### src/hw/scsp_pkg.sv
// constants for the system clock source and prescaler block
`default_nettype none
package scsp_pkg;
    localparam logic [11:0] ADDR_TRIM     = 12'h000;
    localparam logic [11:0] ADDR_DIVCTL   = 12'h004;
    localparam logic [11:0] ADDR_SETTINGS = 12'h008;
    localparam logic [11:0] ADDR_TIMER    = 12'h00C;
    localparam logic [11:0] ADDR_STATUS   = 12'h010;
    // settings fields
    localparam int SET_CLOCK_SOURCE_SELECT_SETTING_LSB = 0;
    localparam int SET_SUT_LSB   = 4;
    localparam int SET_RSTDIS    = 6;
    localparam int SET_CLKOUT    = 7;
    localparam int SET_DIV8      = 8;
    localparam logic [8:0] SETTINGS_RESET = 9'h103;
    localparam logic [3:0] CLOCK_SOURCE_SELECT_SETTING_EXT   = 4'h0;
    localparam logic [3:0] CLOCK_SOURCE_SELECT_SETTING_RC    = 4'h2;
    localparam logic [3:0] CLOCK_SOURCE_SELECT_SETTING_128K  = 4'h3;
    localparam logic [1:0] SUT_BOD     = 2'h0;
    localparam logic [1:0] SUT_FAST    = 2'h1;
    localparam logic [1:0] SUT_SLOW    = 2'h2;
    // divider control fields
    localparam int DIV_CE_BIT = 7;
    localparam logic [7:0] DIV_UNLOCK = 8'h80;
    localparam logic [3:0] DIV_MAX_CODE = 4'h8;
    localparam logic [3:0] DIVSEL_RESET =
        SETTINGS_RESET[SET_DIV8] ? 4'h3 : 4'h0;
    localparam logic [2:0] CE_WINDOW = 3'h4;
    // timer control fields
    localparam int TMR_ENABLE = 0;
    localparam int TMR_TIMER_EXTERNAL_CLOCK_SELECT = 1;
    // timing
    localparam int CLK_MHZ   = 25;
    localparam logic [3:0] RESET_CK = 4'hE;
    localparam logic [3:0] WAKE_CK  = 4'h6;
    localparam int T_4MS_US   = 4000;
    localparam int T_4P1MS_US = 4100;
    localparam int T_64MS_US  = 64000;
    localparam int T_65MS_US  = 65000;
    localparam int CYC_4MS   = T_4MS_US * CLK_MHZ;
    localparam int CYC_4P1MS = T_4P1MS_US * CLK_MHZ;
    localparam int CYC_64MS  = T_64MS_US * CLK_MHZ;
    localparam int CYC_65MS  = T_65MS_US * CLK_MHZ;
    typedef enum logic [1:0] {
        ST_CK   = 2'b00,
        ST_MS   = 2'b01,
        ST_RUN  = 2'b10,
        ST_WAKE = 2'b11
    } scsp_state_type;
endpackage : scsp_pkg
`default_nettype wire

### src/hw/scsp_clock_ctrl.sv
// clock source select, start-up delay, prescaler and trim with ahb-lite registers
//
// Design decisions made here: the AHB-Lite register port and the register addresses.
`default_nettype none
module scsp_clock_ctrl #(
    parameter logic [7:0]  FACTORY_TRIM = 8'h80,
    parameter int unsigned MS4_CYC   = scsp_pkg::CYC_4MS,
    parameter int unsigned MS4P1_CYC = scsp_pkg::CYC_4P1MS,
    parameter int unsigned MS64_CYC  = scsp_pkg::CYC_64MS,
    parameter int unsigned MS65_CYC  = scsp_pkg::CYC_65MS
) (
    input  wire logic        hclk,
    input  wire logic        hresetn,
    input  wire logic        hsel,
    input  wire logic [31:0] haddr,
    input  wire logic [1:0]  htrans,
    input  wire logic        hwrite,
    input  wire logic [2:0]  hsize,
    input  wire logic [31:0] hwdata,
    input  wire logic        hready,
    output logic             hreadyout,
    output logic             hresp,
    output logic [31:0]      hrdata,
    input  wire logic        crystal_input_pin,
    input  wire logic        osc_128k_clk,
    input  wire logic        rc_osc_clk,
    input  wire logic        wake_request,
    input  wire logic        gpio_out,
    input  wire logic        gpio_oe,
    output logic             sys_clk,
    output logic             core_hold,
    output logic             clock_out_pin_o,
    output logic             clock_out_pin_oe,
    output logic             timer_osc_enable,
    output logic             timer_external_clock_select,
    output logic             trim_range_bit,
    output logic [6:0]       trim_fine_bits
);
    logic [7:0]  trim_reg;
    logic [3:0]  sel_reg;
    logic        ce_reg;
    logic [2:0]  ce_cnt_reg;
    logic [8:0]  settings_reg;
    logic [1:0]  timer_reg;
    logic        wr_pend_reg;
    logic [11:0] waddr_reg;
    logic        req_reg;
    logic [6:0]  src_sync_reg;
    logic [3:0]  eff_reg;
    logic [3:0]  pend_code_reg;
    logic        pend_reg;
    logic [7:0]  cnt_reg;
    logic        sysclk_reg;
    logic [3:0]  cnt_next;
    logic [7:0]  pcnt_next;
    logic [3:0]  eff_next;
    logic        sysclk_next;
    logic        boundary;
    logic [8:0]  mask9;
    logic        src_rise;
    logic        src_sel;
    logic [3:0]  clock_source_select_setting;
    logic [1:0]  startup_time_setting;
    logic [7:0]  wdata8;
    logic        wr_trim;
    logic        wr_div;
    logic        wr_set;
    logic        wr_tmr;
    logic        addr_ok;
    logic        rc_source;
    scsp_pkg::scsp_state_type state_reg;
    logic [3:0]  tick_cnt_reg;
    logic [20:0] ms_cnt_reg;
    logic [20:0] ms_load;
    logic        hold_reg;
    logic        pin_reg;
    logic        pin_oe_reg;
    logic        tosc_en_reg;
    logic        tosc_ext_reg;

    assign clock_source_select_setting  = settings_reg[scsp_pkg::SET_CLOCK_SOURCE_SELECT_SETTING_LSB +: 4];
    assign startup_time_setting    = settings_reg[scsp_pkg::SET_SUT_LSB +: 2];
    assign wdata8 = hwdata[7:0];
    assign rc_source = (clock_source_select_setting == scsp_pkg::CLOCK_SOURCE_SELECT_SETTING_RC) || (clock_source_select_setting == scsp_pkg::CLOCK_SOURCE_SELECT_SETTING_128K);
    assign addr_ok = hsel && hready && htrans[1];

    // ---------------- ahb-lite slave, zero wait states ----------------
    always_ff @(posedge hclk or negedge hresetn) begin
        if (!hresetn) begin
            wr_pend_reg <= 1'b0;
            waddr_reg   <= 12'h000;
            hrdata      <= 32'h0000_0000;
            hreadyout   <= 1'b0;
            hresp       <= 1'b0;
        end else begin
            hreadyout   <= 1'b1;
            hresp       <= 1'b0;
            wr_pend_reg <= addr_ok && hwrite;
            waddr_reg   <= haddr[11:0];
            if (addr_ok && !hwrite) begin
                unique case (haddr[11:0])
                    scsp_pkg::ADDR_TRIM:     hrdata <= {24'h000000, trim_reg};
                    scsp_pkg::ADDR_DIVCTL:   hrdata <= {24'h000000, ce_reg, 3'h0, sel_reg};
                    scsp_pkg::ADDR_SETTINGS: hrdata <= {23'h000000, settings_reg};
                    scsp_pkg::ADDR_TIMER:    hrdata <= {30'h00000000, timer_reg};
                    scsp_pkg::ADDR_STATUS:   hrdata <= {24'h000000, pend_reg, tosc_en_reg,
                                                        state_reg, eff_reg};
                    default:                 hrdata <= 32'h0000_0000;
                endcase
            end
        end
    end

    assign wr_trim = wr_pend_reg && (waddr_reg == scsp_pkg::ADDR_TRIM);
    assign wr_div  = wr_pend_reg && (waddr_reg == scsp_pkg::ADDR_DIVCTL);
    assign wr_set  = wr_pend_reg && (waddr_reg == scsp_pkg::ADDR_SETTINGS);
    assign wr_tmr  = wr_pend_reg && (waddr_reg == scsp_pkg::ADDR_TIMER);

    // trim: factory value at reset, software may retune
    always_ff @(posedge hclk or negedge hresetn) begin
        if (!hresetn) begin
            trim_reg <= FACTORY_TRIM;
        end else if (wr_trim) begin
            trim_reg <= wdata8;
        end
    end

    always_ff @(posedge hclk or negedge hresetn) begin
        if (!hresetn) begin
            settings_reg <= scsp_pkg::SETTINGS_RESET;
            timer_reg    <= 2'h0;
        end else begin
            if (wr_set) begin
                settings_reg <= hwdata[8:0];
            end
            if (wr_tmr) begin
                timer_reg <= hwdata[1:0];
            end
        end
    end

    // timed unlock of the divider select
    always_ff @(posedge hclk or negedge hresetn) begin
        if (!hresetn) begin
            ce_reg     <= 1'b0;
            ce_cnt_reg <= 3'h0;
            sel_reg    <= scsp_pkg::DIVSEL_RESET;
            req_reg    <= 1'b0;
        end else begin
            req_reg <= 1'b0;
            if (wr_div && !ce_reg && wdata8 == scsp_pkg::DIV_UNLOCK) begin
                ce_reg     <= 1'b1;
                ce_cnt_reg <= scsp_pkg::CE_WINDOW;
            end else if (wr_div && ce_reg && !wdata8[scsp_pkg::DIV_CE_BIT]) begin
                sel_reg <= wdata8[3:0];
                ce_reg  <= 1'b0;
                req_reg <= (wdata8[3:0] <= scsp_pkg::DIV_MAX_CODE);
            end else if (ce_reg) begin
                // a repeated unlock falls here and leaves the window running
                ce_cnt_reg <= ce_cnt_reg - 3'h1;
                ce_reg     <= (ce_cnt_reg != 3'h1);
            end
        end
    end

    // ---------------- source select and synchroniser ----------------
    always_comb begin
        unique case (clock_source_select_setting)
            scsp_pkg::CLOCK_SOURCE_SELECT_SETTING_128K: src_sel = src_sync_reg[4];
            scsp_pkg::CLOCK_SOURCE_SELECT_SETTING_EXT:  src_sel = src_sync_reg[5];
            default:              src_sel = src_sync_reg[3];
        endcase
    end

    // oscillators are asynchronous: [2:0] feeds only [5:3], the mux reads [5:3]
    always_ff @(posedge hclk or negedge hresetn) begin
        if (!hresetn) begin
            src_sync_reg <= 7'h00;
        end else begin
            src_sync_reg <= {src_sel, src_sync_reg[2:0], crystal_input_pin, osc_128k_clk,
                             rc_osc_clk};
        end
    end

    assign src_rise = src_sel && !src_sync_reg[6];

    // ---------------- prescaler ----------------
    // period of the divided clock starts where the low code bits wrap
    always_comb begin
        mask9       = (9'h001 << eff_reg) - 9'h001;
        pcnt_next   = cnt_reg + 8'h01;
        boundary    = (pcnt_next & mask9[7:0]) == 8'h00;
        eff_next    = eff_reg;
        cnt_next    = 4'h0;
        if (src_rise && boundary && pend_reg) begin
            eff_next  = pend_code_reg;
            pcnt_next = 8'h00;
        end else if (!src_rise) begin
            pcnt_next = cnt_reg;
        end
        if (eff_next == 4'h0) begin
            sysclk_next = src_sel;
        end else begin
            cnt_next    = eff_next - 4'h1;
            sysclk_next = !pcnt_next[cnt_next[2:0]];
        end
    end

    // switching only at a period start keeps every pulse full length
    always_ff @(posedge hclk or negedge hresetn) begin
        if (!hresetn) begin
            eff_reg       <= scsp_pkg::DIVSEL_RESET;
            pend_reg      <= 1'b0;
            pend_code_reg <= 4'h0;
            cnt_reg       <= 8'h00;
            sysclk_reg    <= 1'b0;
        end else begin
            eff_reg    <= eff_next;
            cnt_reg    <= pcnt_next;
            sysclk_reg <= sysclk_next;
            if (req_reg) begin
                pend_reg      <= 1'b1;
                pend_code_reg <= sel_reg;
            end else if (src_rise && boundary) begin
                pend_reg <= 1'b0;
            end
        end
    end

    assign sys_clk = sysclk_reg;

    // ---------------- start-up delays ----------------
    always_comb begin
        ms_load = 21'h000000;
        unique case (startup_time_setting)
            scsp_pkg::SUT_BOD: begin
                if (rc_source && settings_reg[scsp_pkg::SET_RSTDIS]) begin
                    ms_load = MS4P1_CYC[20:0];
                end
            end
            scsp_pkg::SUT_FAST: begin
                ms_load = (clock_source_select_setting == scsp_pkg::CLOCK_SOURCE_SELECT_SETTING_128K) ? MS4_CYC[20:0]
                                                          : MS4P1_CYC[20:0];
            end
            scsp_pkg::SUT_SLOW: begin
                ms_load = (clock_source_select_setting == scsp_pkg::CLOCK_SOURCE_SELECT_SETTING_128K) ? MS64_CYC[20:0]
                                                          : MS65_CYC[20:0];
            end
            default: ms_load = 21'h000000;
        endcase
    end

    // a stopped source stalls the first phase; there is no time-out
    always_ff @(posedge hclk or negedge hresetn) begin
        if (!hresetn) begin
            state_reg    <= scsp_pkg::ST_CK;
            tick_cnt_reg <= scsp_pkg::RESET_CK;
            ms_cnt_reg   <= 21'h000000;
            hold_reg     <= 1'b1;
        end else begin
            unique case (state_reg)
                scsp_pkg::ST_CK: begin
                    if (src_rise) begin
                        tick_cnt_reg <= tick_cnt_reg - 4'h1;
                        if (tick_cnt_reg == 4'h1) begin
                            state_reg  <= scsp_pkg::ST_MS;
                            ms_cnt_reg <= ms_load;
                        end
                    end
                end
                scsp_pkg::ST_MS: begin
                    if (ms_cnt_reg == 21'h000000) begin
                        state_reg <= scsp_pkg::ST_RUN;
                        hold_reg  <= 1'b0;
                    end else begin
                        ms_cnt_reg <= ms_cnt_reg - 21'h000001;
                    end
                end
                scsp_pkg::ST_RUN: begin
                    if (wake_request) begin
                        state_reg    <= scsp_pkg::ST_WAKE;
                        tick_cnt_reg <= scsp_pkg::WAKE_CK;
                        hold_reg     <= 1'b1;
                    end
                end
                scsp_pkg::ST_WAKE: begin
                    if (src_rise) begin
                        tick_cnt_reg <= tick_cnt_reg - 4'h1;
                        if (tick_cnt_reg == 4'h1) begin
                            state_reg <= scsp_pkg::ST_RUN;
                            hold_reg  <= 1'b0;
                        end
                    end
                end
            endcase
        end
    end

    assign core_hold = hold_reg;

    // ---------------- pins ----------------
    always_ff @(posedge hclk or negedge hresetn) begin
        if (!hresetn) begin
            pin_reg      <= 1'b0;
            pin_oe_reg   <= 1'b0;
            tosc_en_reg  <= 1'b0;
            tosc_ext_reg <= 1'b0;
        end else begin
            if (settings_reg[scsp_pkg::SET_CLKOUT]) begin
                pin_reg    <= sysclk_next;
                pin_oe_reg <= 1'b1;
            end else begin
                pin_reg    <= gpio_out;
                pin_oe_reg <= gpio_oe;
            end
            tosc_en_reg  <= timer_reg[scsp_pkg::TMR_ENABLE] && rc_source;
            tosc_ext_reg <= timer_reg[scsp_pkg::TMR_ENABLE] && rc_source
                            && timer_reg[scsp_pkg::TMR_TIMER_EXTERNAL_CLOCK_SELECT];
        end
    end

    assign clock_out_pin_o             = pin_reg;
    assign clock_out_pin_oe            = pin_oe_reg;
    assign timer_osc_enable            = tosc_en_reg;
    assign timer_external_clock_select = tosc_ext_reg;
    assign trim_range_bit              = trim_reg[7];
    assign trim_fine_bits              = trim_reg[6:0];

    // ---------------- assertions ----------------
    property p_ce_clean;
        @(posedge hclk) disable iff (!hresetn)
        (wr_div && !ce_reg && wdata8 != scsp_pkg::DIV_UNLOCK) |=> !ce_reg;
    endproperty
    a_ce_clean: assert property (p_ce_clean) else $error("change enable set by unclean write");

    property p_ce_timeout;
        @(posedge hclk) disable iff (!hresetn)
        $rose(ce_reg) |-> ##4 !ce_reg;
    endproperty
    a_ce_timeout: assert property (p_ce_timeout) else $error("change enable outlived window");

    property p_ce_hold;
        @(posedge hclk) disable iff (!hresetn)
        ($rose(ce_reg) && !wr_div) ##1 !wr_div |-> ce_reg;
    endproperty
    a_ce_hold: assert property (p_ce_hold) else $error("change enable cleared early");

    property p_ce_rewrite;
        @(posedge hclk) disable iff (!hresetn)
        (ce_reg && wr_div && wdata8 == scsp_pkg::DIV_UNLOCK && ce_cnt_reg > 3'h1)
            |=> ce_reg && ce_cnt_reg == $past(ce_cnt_reg) - 3'h1;
    endproperty
    a_ce_rewrite: assert property (p_ce_rewrite) else $error("rewrite changed window");

    property p_reserved;
        @(posedge hclk) disable iff (!hresetn)
        (wr_div && ce_reg && !wdata8[scsp_pkg::DIV_CE_BIT] && wdata8[3:0] > scsp_pkg::DIV_MAX_CODE)
            |=> sel_reg == $past(wdata8[3:0]) && !req_reg;
    endproperty
    a_reserved: assert property (p_reserved) else $error("reserved code not kept");

    property p_switch_edge;
        @(posedge hclk) disable iff (!hresetn)
        $changed(eff_reg) |-> $past(src_rise) && cnt_reg == 8'h00;
    endproperty
    a_switch_edge: assert property (p_switch_edge) else $error("factor changed mid period");

    property p_clkout;
        @(posedge hclk) disable iff (!hresetn)
        $past(settings_reg[scsp_pkg::SET_CLKOUT]) |-> clock_out_pin_oe && clock_out_pin_o == sys_clk;
    endproperty
    a_clkout: assert property (p_clkout) else $error("clock pin not driven");

    property p_tosc;
        @(posedge hclk) disable iff (!hresetn)
        timer_osc_enable |-> $past(rc_source) && (!timer_external_clock_select
            || $past(timer_reg[scsp_pkg::TMR_TIMER_EXTERNAL_CLOCK_SELECT]));
    endproperty
    a_tosc: assert property (p_tosc) else $error("timer oscillator outside rc source");

    property p_wake;
        @(posedge hclk) disable iff (!hresetn)
        (state_reg == scsp_pkg::ST_RUN && wake_request)
            |=> state_reg == scsp_pkg::ST_WAKE && tick_cnt_reg == scsp_pkg::WAKE_CK && core_hold;
    endproperty
    a_wake: assert property (p_wake) else $error("wake delay not started");

    property p_trim;
        @(posedge hclk) disable iff (!hresetn)
        wr_trim |=> trim_range_bit == $past(wdata8[7]) && trim_fine_bits == $past(wdata8[6:0]);
    endproperty
    a_trim: assert property (p_trim) else $error("trim write lost");

    c_unlock: cover property (@(posedge hclk) disable iff (!hresetn) $rose(ce_reg));
    c_apply: cover property (@(posedge hclk) disable iff (!hresetn) $changed(eff_reg));
    c_wake: cover property (@(posedge hclk) disable iff (!hresetn)
        state_reg == scsp_pkg::ST_WAKE ##1 state_reg == scsp_pkg::ST_RUN);
    c_run: cover property (@(posedge hclk) disable iff (!hresetn) $fell(core_hold));
endmodule : scsp_clock_ctrl
`default_nettype wire

### config.mk
export PLATFORM = sky130hd
export DESIGN_NAME = scsp_clock_ctrl
export DESIGN_NICKNAME = d
export VERILOG_FILES = /design/src/hw/scsp_pkg.sv /design/src/hw/scsp_clock_ctrl.sv
export SDC_FILE = /design/constraint.sdc
export NUM_CORES = 1
export LEC_CHECK = 0
export BUFFER_PORTS_ARGS = -buffer_cell sky130_fd_sc_hd__buf_2
export CAP_MARGIN = 10
export CORE_AREA = 2 2 112 114
export DETAILED_ROUTE_END_ITERATION = 10
export DIE_AREA = 0 0 114 116
export PLACE_DENSITY_LB_ADDON = 0.3
export RECOVER_POWER = 25
export SLEW_MARGIN = 10
export SYNTH_ARGS = -nofsm -noshare
export SYNTH_HDL_FRONTEND = slang
export SYNTH_SLANG_ARGS = --single-unit
### constraint.sdc
create_clock -name hclk -period 3.96 [get_ports hclk]
set_clock_uncertainty 0.1 [all_clocks]
set_input_delay 0.594 -clock hclk [delete_from_list [all_inputs] [get_ports hclk]]
set_output_delay 0.594 -clock hclk [all_outputs]
set_load 0.02 [all_outputs]
==> metrics, run 1 <==
WL met1=6570 microns; PD cells=469 mW/mm^2; Critical Path RT=4130 ps; I/O pin total=128; Clock Path Buffers=2; share of the synthesized area in the top cell type=40.7%; flop2flop setup slack=160 ps; largest net degree at the start of global routing=66; worst r2r src=eff_reg[2]$_DFF_PN0_; drt first pass iters=5; Total Wirelength=14000 microns; Final Wtd Congestion=0.905; status=finished, violations left; slew at the pin with the worst max-slew slack=1650 ps; CTS buffer count=9; Area growth syn-to-layout=13.7%; Synth area leaders=dfrtp_1, dfstp_2, mux2_2; CTS tree=built; failing checks=max-capacitance violations, max-slew violations; clock latency at the later pin of the worst-skew pair=360 ps; top_reg_cell synth=dfrtp_1; Post-synth EDFFs=0; commonest non-fill, non-tap cell in the layout=dfrtp_1; Die Wd=114 microns; htree depth=3; Initial DRC Count=410; setup slack after layout=157 ps; first-pass GRT wire length=23100 microns; clock-pin transition on the worst setup and hold timing paths=70 ps; Yosys top cell by area=dfrtp_1; CTS Hold Bufs=0; met2 wire len=6570 microns; DRC Markers=0; Crit. Startpoint=eff_reg[2]$_DFF_PN0_; wire per inst=17.0 microns; library cells used by synthesis=76; YS warnings=0; max_slew headroom=-9.82%; Tmin final=3800 ps; GRT overflow=0; post-route ant nets=0; metal3 WL=551 microns; FF-to-FF path depth=14; Synth Cell Area=0.00590 sq mm; register area share after synthesis=46.1%; Worst Hold Class=in -> reg; Hold Vio Cnt, Final=0; DR vias=4754; async set-reset flop share out of synthesis=100%; worst-path cell with the longest stage delay=or4b_4; Final HPWL DP=9940 microns; CP max FO=7; Core ar.=0.0119 sq mm; Cell Rows=40; critical-path cell list=nor2_4 -> nand2_1 -> ha_2 -> or4b_4 -> a211oi_2 -> a21oi_1 -> a21oi_2 -> nor4_4 -> mux2i_1 -> ha_2 -> or4b_4 -> nand4_1 -> a221oi_2 -> a221oi_2; DR top layer=met4; root buf cell=clkbuf_16; initial antenna violation count=0; pre-CTS WS=12.7 ps; Startpoint Class=flip-flop; #FFs+latches synth=108; Fin Hold WS=238 ps; Die ar.=0.0132 sq mm; final setup vio count=0; Reg-to-Reg End=clock_out_pin_o$_DFF_PN0_; post-synthesis average cell area=9.84 sq um; port bufs=56; period utilisation layout=96.0%; Max Cap Viol=1; crit path kind=reg -> reg; DR vias/cell=5.79; Sink Count=108; Syn Inst Count=599; CP Capture Type=flip-flop; fmax=263 MHz; Worst path max stage delay=540 ps; leak pwr=2.99 nW; max reg flops=21; layout cells sized above 1=23.7%; vias in the first global route=4618; GRT Util Overall=22.2%; Max Slew Vio Count=66; crit path capture=clock_out_pin_o$_DFF_PN0_; Starting Density=49.5%; Die Y=116 microns; ANT cells=0; Worst IR Drop VDD=432 uV; nets=762; Arr. time, crit path=3970 ps; most frequent cells in the layout=dfrtp_1, nand2_1, o21ai_0, buf_2, nor2_1
## critical path, delay by kind of cell, from the launching register on
family	cells	cell delay, ps
compound gates	5	890
fa+ha+maj	2	560
flops	1	410
mux	1	230
simple gates	6	1530
## Yosys cell counts, drive strengths merged, types with 3 or more instances
cell type,count
nor4,11
clkbuf,12
a221oi,5
a31oi,12
nand2,48
nor3b,4
o21ai,46
o22ai,5
nor3,23
nand4,10
a222oi,4
inv,30
ha,13
o21a,3
nand3,15
a21o,3
or4b,5
mux2,29
xnor2,8
or4,3
xor2,6
nor4b,4
nor2b,9
buf,35
dfrtp,96
a21oi,33
and3,7
o31a,6
dfstp,12
nor2,42
mux2i,7
nand2b,7
and2,3
## worst min-delay path by stage
stage / start / end / depth (start not counted)
after global placement: src_sync_reg[2]$_DFF_PN0_ / src_sync_reg[5]$_DFF_PN0_ / 0
after detailed placement: src_sync_reg[2]$_DFF_PN0_ / src_sync_reg[5]$_DFF_PN0_ / 0
after global routing: osc_128k_clk / src_sync_reg[1]$_DFF_PN0_ / 1
final: osc_128k_clk / src_sync_reg[1]$_DFF_PN0_ / 1
after CTS: crystal_input_pin / src_sync_reg[2]$_DFF_PN0_ / 1
after floorplan: hresetn / ce_cnt_reg[0]$_DFFE_PN0P_ / 0
## where the power goes
part           internal [W]  switching (W)  total (W)  leakage, nW
clock network      0.000513       0.000425   0.000938        0.147
registers           0.00127       0.000185    0.00146         1.36
logic              0.000303       0.000445   0.000748         1.49
## logic make-up after synthesis
| group | share of synthesized area (%) |
|---|---|
| AND/OR/NAND/NOR | 18.7 |
| AO/OA/AOI/OAI | 16.2 |
| flip-flops | 46.1 |
| buffers and inverters | 6.90 |
| multiplexers | 7.17 |
| XOR/XNOR | 2.08 |
| adder cells (fa/ha/maj) | 2.76 |
| other | 0.127 |
## repair_timing
item,CTS,global route
pin swaps,0,7
setup buffers,0,11
hold endpoints to repair,0,0
gates cloned,0,0
setup endpoints to repair,1,2
gates resized for setup,2,5
## per-layer routing
| layer | vias up | track usage, % |
|---|---|---|
| met3 | 24 | 4.81 |
| met1 | 2368 | 30.9 |
| met4 | 0 | 7.97 |
| met2 | 104 | 34.3 |
| li1 | 2258 | - |
| met5 | - | 0 |
## final cells by class
type,instances,area [sq um]
clock buffer,10,239
clock inverter,6,70.1
fill,1037,5210
inverter,30,113
multi-input combinational,437,2910
sequential,108,2720
tap,147,184
timing repair buffer,83,473
## through the flow
step	setup TNS (ps)	cells	power (W)	cell area [sq um]	utilization, %
5_1_grt	-39.5	821	0.00334	6710	56.3
3_3_place_gp	0	794	0.00218	6300	52.9
3_5_place_dp	0	794	0.00221	6300	52.9
4_1_cts	0	810	0.00316	6610	55.5
6_report	0	821	0.00314	6710	56.3
2_1_floorplan	0	622	0.00203	6020	-
Note: power is estimated with default switching activity, not from simulation.
==> run 2: changes to the inputs <==
clock period = 3.2 ns   (was 3.96 ns; I/O delays follow)
==> metrics, run 2 (synthesis results as in run 1) <==
Design Power=0.00389 W (was 0.00314 W); Sink Count=108 (unchanged); Max Slew Vio Count=67 (was 66); Total Wirelength=14100 microns (was 14000 microns); DR vias=4887 (was 4754); root buf cell=clkbuf_16 (unchanged); Starting Density=49.5% (unchanged); Die Y=116 microns (unchanged); Tmin final=3660 ps (was 3800 ps); critical-path cell list=nor2_4 -> nand3b_1 -> ha_2 -> or4b_4 -> a211oi_2 -> a21oi_1 -> a21oi_2 -> nor4_4 -> mux2i_1 -> ha_1 -> or4b_4 -> nand4_1 -> a221oi_2 -> a221oi_2 (was nor2_4 -> nand2_1 -> ha_2 -> or4b_4 -> a211oi_2 -> a21oi_1 -> a21oi_2 -> nor4_4 -> mux2i_1 -> ha_2 -> or4b_4 -> nand4_1 -> a221oi_2 -> a221oi_2); slew at the pin with the worst max-slew slack=1620 ps (was 1650 ps); initial antenna violation count=0 (unchanged); failing checks=max-capacitance violations, max-slew violations, negative setup slack (was max-capacitance violations, max-slew violations); Core ar.=0.0119 sq mm (unchanged); Max Cap Viol=1 (unchanged); GRT overflow=0 (unchanged); Worst path max stage delay=530 ps (was 540 ps); drt first pass iters=5 (unchanged); CP max FO=6 (was 7); setup slack after layout=-463 ps (was 157 ps); Worst Hold Class=in -> reg (unchanged); period utilisation layout=114% (was 96.0%); vias in the first global route=4839 (was 4618); CP Capture Type=flip-flop (unchanged); leak pwr=3.16 nW (was 2.99 nW); GRT Util Overall=23.0% (was 22.2%); status=finished, violations left (unchanged); Largest delay share family, worst path=simple AND/OR/NAND/NOR gates (unchanged); max reg flops=21 (unchanged); WP buf/inv=0 (unchanged); first-pass GRT wire length=23900 microns (was 23100 microns); Cell Rows=40 (unchanged); PD cells=559 mW/mm^2 (was 469 mW/mm^2); CTS Hold Bufs=0 (unchanged); layout cells sized above 1=27.9% (was 23.7%); post-route ant nets=0 (unchanged); Arr. time, crit path=3820 ps (was 3970 ps); htree depth=3 (unchanged); Area growth syn-to-layout=18.1% (was 13.7%); worst-path cell with the longest stage delay=or4b_4 (unchanged); clock latency at the later pin of the worst-skew pair=360 ps (about the same); CTS buffer count=9 (unchanged); wire per inst=16.5 microns (was 17.0 microns); Final HPWL DP=10700 microns (was 9940 microns); max_slew headroom=-8.29% (was -9.82%); RSZ-0062 raised after global routing=true; commonest non-fill, non-tap cell in the layout=dfrtp_1 (unchanged); Placed Cells incl. Taps=833 (was 794); Initial DRC Count=348 (was 410); most frequent cells in the layout=dfrtp_1, buf_4, nand2_1, buf_2, o21ai_0 (was dfrtp_1, nand2_1, o21ai_0, buf_2, nor2_1); Die Wd=114 microns (unchanged); Startpoint Class=flip-flop (unchanged); I/O pin total=128 (unchanged); nets=797 (was 762); Layout Cells excl Fill=856 (was 821); DR vias/cell=5.71 (was 5.79); Die ar.=0.0132 sq mm (unchanged); Final Util=58.4% (was 56.3%); Worst IR Drop VDD=369 uV (was 432 uV); CTS tree=built (unchanged); port bufs=56 (unchanged); Final Wtd Congestion=0.990 (was 0.905); final setup vio count=2 (was 0); clock-pin transition on the worst setup and hold timing paths=70 ps (about the same); setup TNS=-856 ps (was 0 ps); Critical Path RT=3360 ps (was 4130 ps); flop2flop setup slack=-460 ps (was 160 ps); Clock Path Buffers=2 (unchanged); largest net degree at the start of global routing=67 (was 66); crit path kind=reg -> reg (unchanged); DRC Markers=0 (unchanged); ANT cells=0 (unchanged); fmax=273 MHz (was 263 MHz); Hold Vio Cnt, Final=0 (unchanged)
[run 2: stage by stage]
step	hold slack (ps)	setup WS [ps]	area (sq um)
2_1_floorplan	84.4	-693	6020
3_3_place_gp	234	-404	6590
3_5_place_dp	235	-585	6590
4_1_cts	119	-505	6960
5_1_grt	124	-628	6960
6_report	129	-463	6960
[run 2: final cells by class]
class / count / area, sq um
clock buffer: 10 / 239
clock inverter: 6 / 46.3
fill: 1040 / 4950
inverter: 30 / 113
multi-input combinational: 437 / 2920
sequential: 108 / 2720
tap: 147 / 184
timing repair buffer: 118 / 739
[run 2: metal layers]
metal	up-vias	routed length [microns]	GRT usage, %
met3	25	528	3.09
li1	2330	-	-
met2	126	6930	38.1
met4	0	323	9.35
met1	2406	6370	30.7
met5	-	0	0
[run 2: what timing repair did]
action	in CTS	in global routing
resized for setup	7	1
cloned	0	0
setup endpoints to repair	2	2
pin swaps	11	1
setup buffers	7	1
[run 2: path summary, 6_finish.rpt]
path,startpoint,end,cells after the start
max,eff_reg[2]$_DFF_PN0_,clock_out_pin_o$_DFF_PN0_,14
max in group asynchronous,hresetn,core_hold$_DFFE_PN1P_,2
min reg2reg,src_sync_reg[2]$_DFF_PN0_,src_sync_reg[5]$_DFF_PN0_,0
min in group asynchronous,hresetn,hrdata[1]$_DFFE_PN0P_,1
max reg2reg,eff_reg[2]$_DFF_PN0_,clock_out_pin_o$_DFF_PN0_,14
min,rc_osc_clk,src_sync_reg[0]$_DFF_PN0_,1
[run 2: where the power goes]
group	leakage, nW	internal, W	total, W	switching (W)
combinational	1.66	0.000442	0.00104	0.000601
clock	0.141	0.000556	0.00107	0.000516
sequential	1.36	0.00157	0.00178	0.000202
total	3.16	0.00257	0.00389	0.00132
==> run 3: changes to the inputs <==
CTS_CLUSTER_DIAMETER = 50   (was unset)
PLACE_DENSITY = 0.84   (was unset)
PLACE_DENSITY_LB_ADDON = unset   (was 0.3)
==> metrics, run 3 (synthesis results as in run 1) <==
Total Wirelength=14600 microns (was 14100 microns); clock-pin transition on the worst setup and hold timing paths=80 ps (was 70 ps); CP max FO=7 (was 6); leak pwr=3.14 nW (was 3.16 nW); Area growth syn-to-layout=18.1% (about the same); fmax=271 MHz (was 273 MHz); nets=791 (was 797); max_slew headroom=11.1% (was -8.29%); htree depth=3 (unchanged); Cell Rows=40 (unchanged); port bufs=56 (unchanged); Max Slew Vio Count=0 (was 67); status=finished, violations left (unchanged); layout cells sized above 1=27.3% (was 27.9%); Placed Cells incl. Taps=827 (was 833); Initial DRC Count=433 (was 348); Layout Cells excl Fill=850 (was 856); Die Y=116 microns (unchanged); worst-path cell with the longest stage delay=or4b_4 (unchanged); GRT Util Overall=23.0% (about the same); most frequent cells in the layout=dfrtp_1, buf_4, nand2_1 (was dfrtp_1, buf_4, nand2_1, buf_2, o21ai_0); initial antenna violation count=0 (unchanged); Hold Vio Cnt, Final=0 (unchanged); CTS tree=built (unchanged); root buf cell=clkbuf_16 (unchanged); clock latency at the later pin of the worst-skew pair=360 ps (about the same); Final HPWL DP=10300 microns (was 10700 microns); wire per inst=17.2 microns (was 16.5 microns); first-pass GRT wire length=24200 microns (was 23900 microns); Worst IR Drop VDD=403 uV (was 369 uV); Starting Density=49.5% (unchanged); pre-CTS WS=-629 ps (was -585 ps); CP Capture Type=flip-flop (unchanged); DR vias=4994 (was 4887); Die Wd=114 microns (unchanged); Worst path max stage delay=520 ps (was 530 ps); WP buf/inv=1 (was 0); CTS buffer count=9 (unchanged); crit path kind=reg -> reg (unchanged); Arr. time, crit path=3850 ps (was 3820 ps); failing checks=negative setup slack (was max-capacitance violations, max-slew violations, negative setup slack); Tmin final=3690 ps (was 3660 ps); drt first pass iters=5 (unchanged); Startpoint Class=flip-flop (unchanged); Clock Path Buffers=2 (unchanged); Worst Hold Class=in -> reg (unchanged); setup slack after layout=-486 ps (was -463 ps); vias in the first global route=4965 (was 4839); post-route ant nets=0 (unchanged); I/O pin total=128 (unchanged); commonest non-fill, non-tap cell in the layout=dfrtp_1 (unchanged); largest net degree at the start of global routing=56 (was 67); ANT cells=0 (unchanged); Die ar.=0.0132 sq mm (unchanged); max reg flops=21 (unchanged); final setup vio count=2 (unchanged); DR vias/cell=5.88 (was 5.71); Critical Path RT=3370 ps (was 3360 ps); RSZ-0062 raised after global routing=true (unchanged); slew at the pin with the worst max-slew slack=1330 ps (was 1620 ps); Max Cap Viol=0 (was 1); GRT overflow=0 (unchanged); Largest delay share family, worst path=simple AND/OR/NAND/NOR gates (unchanged); critical-path cell list=nor2_4 -> nand3b_1 -> ha_2 -> buf_6 -> xnor2_2 -> o22ai_1 -> nand4b_1 -> nor4_4 -> mux2i_1 -> ha_1 -> or4b_4 -> nand4_1 -> a221oi_2 -> a221oi_2 (was nor2_4 -> nand3b_1 -> ha_2 -> or4b_4 -> a211oi_2 -> a21oi_1 -> a21oi_2 -> nor4_4 -> mux2i_1 -> ha_1 -> or4b_4 -> nand4_1 -> a221oi_2 -> a221oi_2); Core ar.=0.0119 sq mm (unchanged); CP most frequent cell=a221oi_2; PD cells=578 mW/mm^2 (was 559 mW/mm^2); DRC Markers=0 (unchanged); Sink Count=108 (unchanged); period utilisation layout=115% (was 114%); Final Wtd Congestion=0.945 (was 0.990)
==> run 3: cell types whose count changed in the layout (fill, tap and decap cells not counted), sizes merged <==
cell | previous run | this run
inv | 32 | 34
clkbuf | 19 | 21
buf | 109 | 101
clkinv | 3 | 0
bufinv | 0 | 1
==> run 3: metal layers <==
layer  share of wire [%]  routed length [microns]  global-route usage, %
met1                  42                     6060                   29.0
met2                  51                     7500                   40.0
met3                 4.7                      682                   3.29
met4                 2.5                      362                   9.84
met5                   0                        0                      0
==> run 3: final cells by class <==
class	instances	area, sq um
inverters	30	113
clock inverters	6	77.6
repair buffers	112	704
well taps	147	184
multi-input cells	437	2940
flip-flops and latches	108	2720
clock buffers	10	229
fillers	966	4950
==> run 3: metrics by stage <==
stage	hold WS [ps]	instance area [sq um]	setup TNS [ps]	total power [W]	util [%]
after global placement	236	6560	-862	0.00276	55.0
final	129	6960	-918	0.00402	58.5
after detailed placement	240	6560	-1180	0.00284	55.0
after floorplan	84.4	6020	-1250	0.00251	-
after CTS	83.7	6940	-768	0.00400	58.2
after global routing	118	6960	-1360	0.00423	58.5
==> run 3: power by group <==
part / internal [W] / total (W) / switching, W
registers: 0.00157 / 0.00177 / 0.000199
logic: 0.000446 / 0.00108 / 0.000636
clock network: 0.000625 / 0.00117 / 0.000543
==> run 3: worst paths after layout <==
kind | start | end | slack [ps] | cells past startpoint
worst max-delay path | eff_reg[3]$_DFF_PN0_ | clock_out_pin_o$_DFF_PN0_ | -490 | 14
max in group asynchronous | hresetn | core_hold$_DFFE_PN1P_ | 1700 | 2
worst min register to register | src_sync_reg[2]$_DFF_PN0_ | src_sync_reg[5]$_DFF_PN0_ | 260 | 0
worst min-delay path | crystal_input_pin | src_sync_reg[2]$_DFF_PN0_ | 130 | 1
min in group asynchronous | hresetn | waddr_reg[0]$_DFF_PN0_ | 310 | 1
worst max register to register | eff_reg[3]$_DFF_PN0_ | clock_out_pin_o$_DFF_PN0_ | -490 | 14
==> run 3: worst register-to-register path, cell delays in order, from the launching register on <==
cell and delay [ps]:
dfrtp_1 410, nor2_4 160, nand3b_1 90, ha_2 190, buf_6 140, xnor2_2 140
o22ai_1 80, nand4b_1 270, nor4_4 380, mux2i_1 310, ha_1 320, or4b_4 520
nand4_1 130, a221oi_2 90, a221oi_2 260
==> run 3: what timing repair did <==
item                                    4_1_cts  5_1_grt
hold buffers                                  0        0
endpoints found under the setup margin        2        2
resized for setup                             6        5
buffers inserted                              5        3
pin swaps                                     3        2
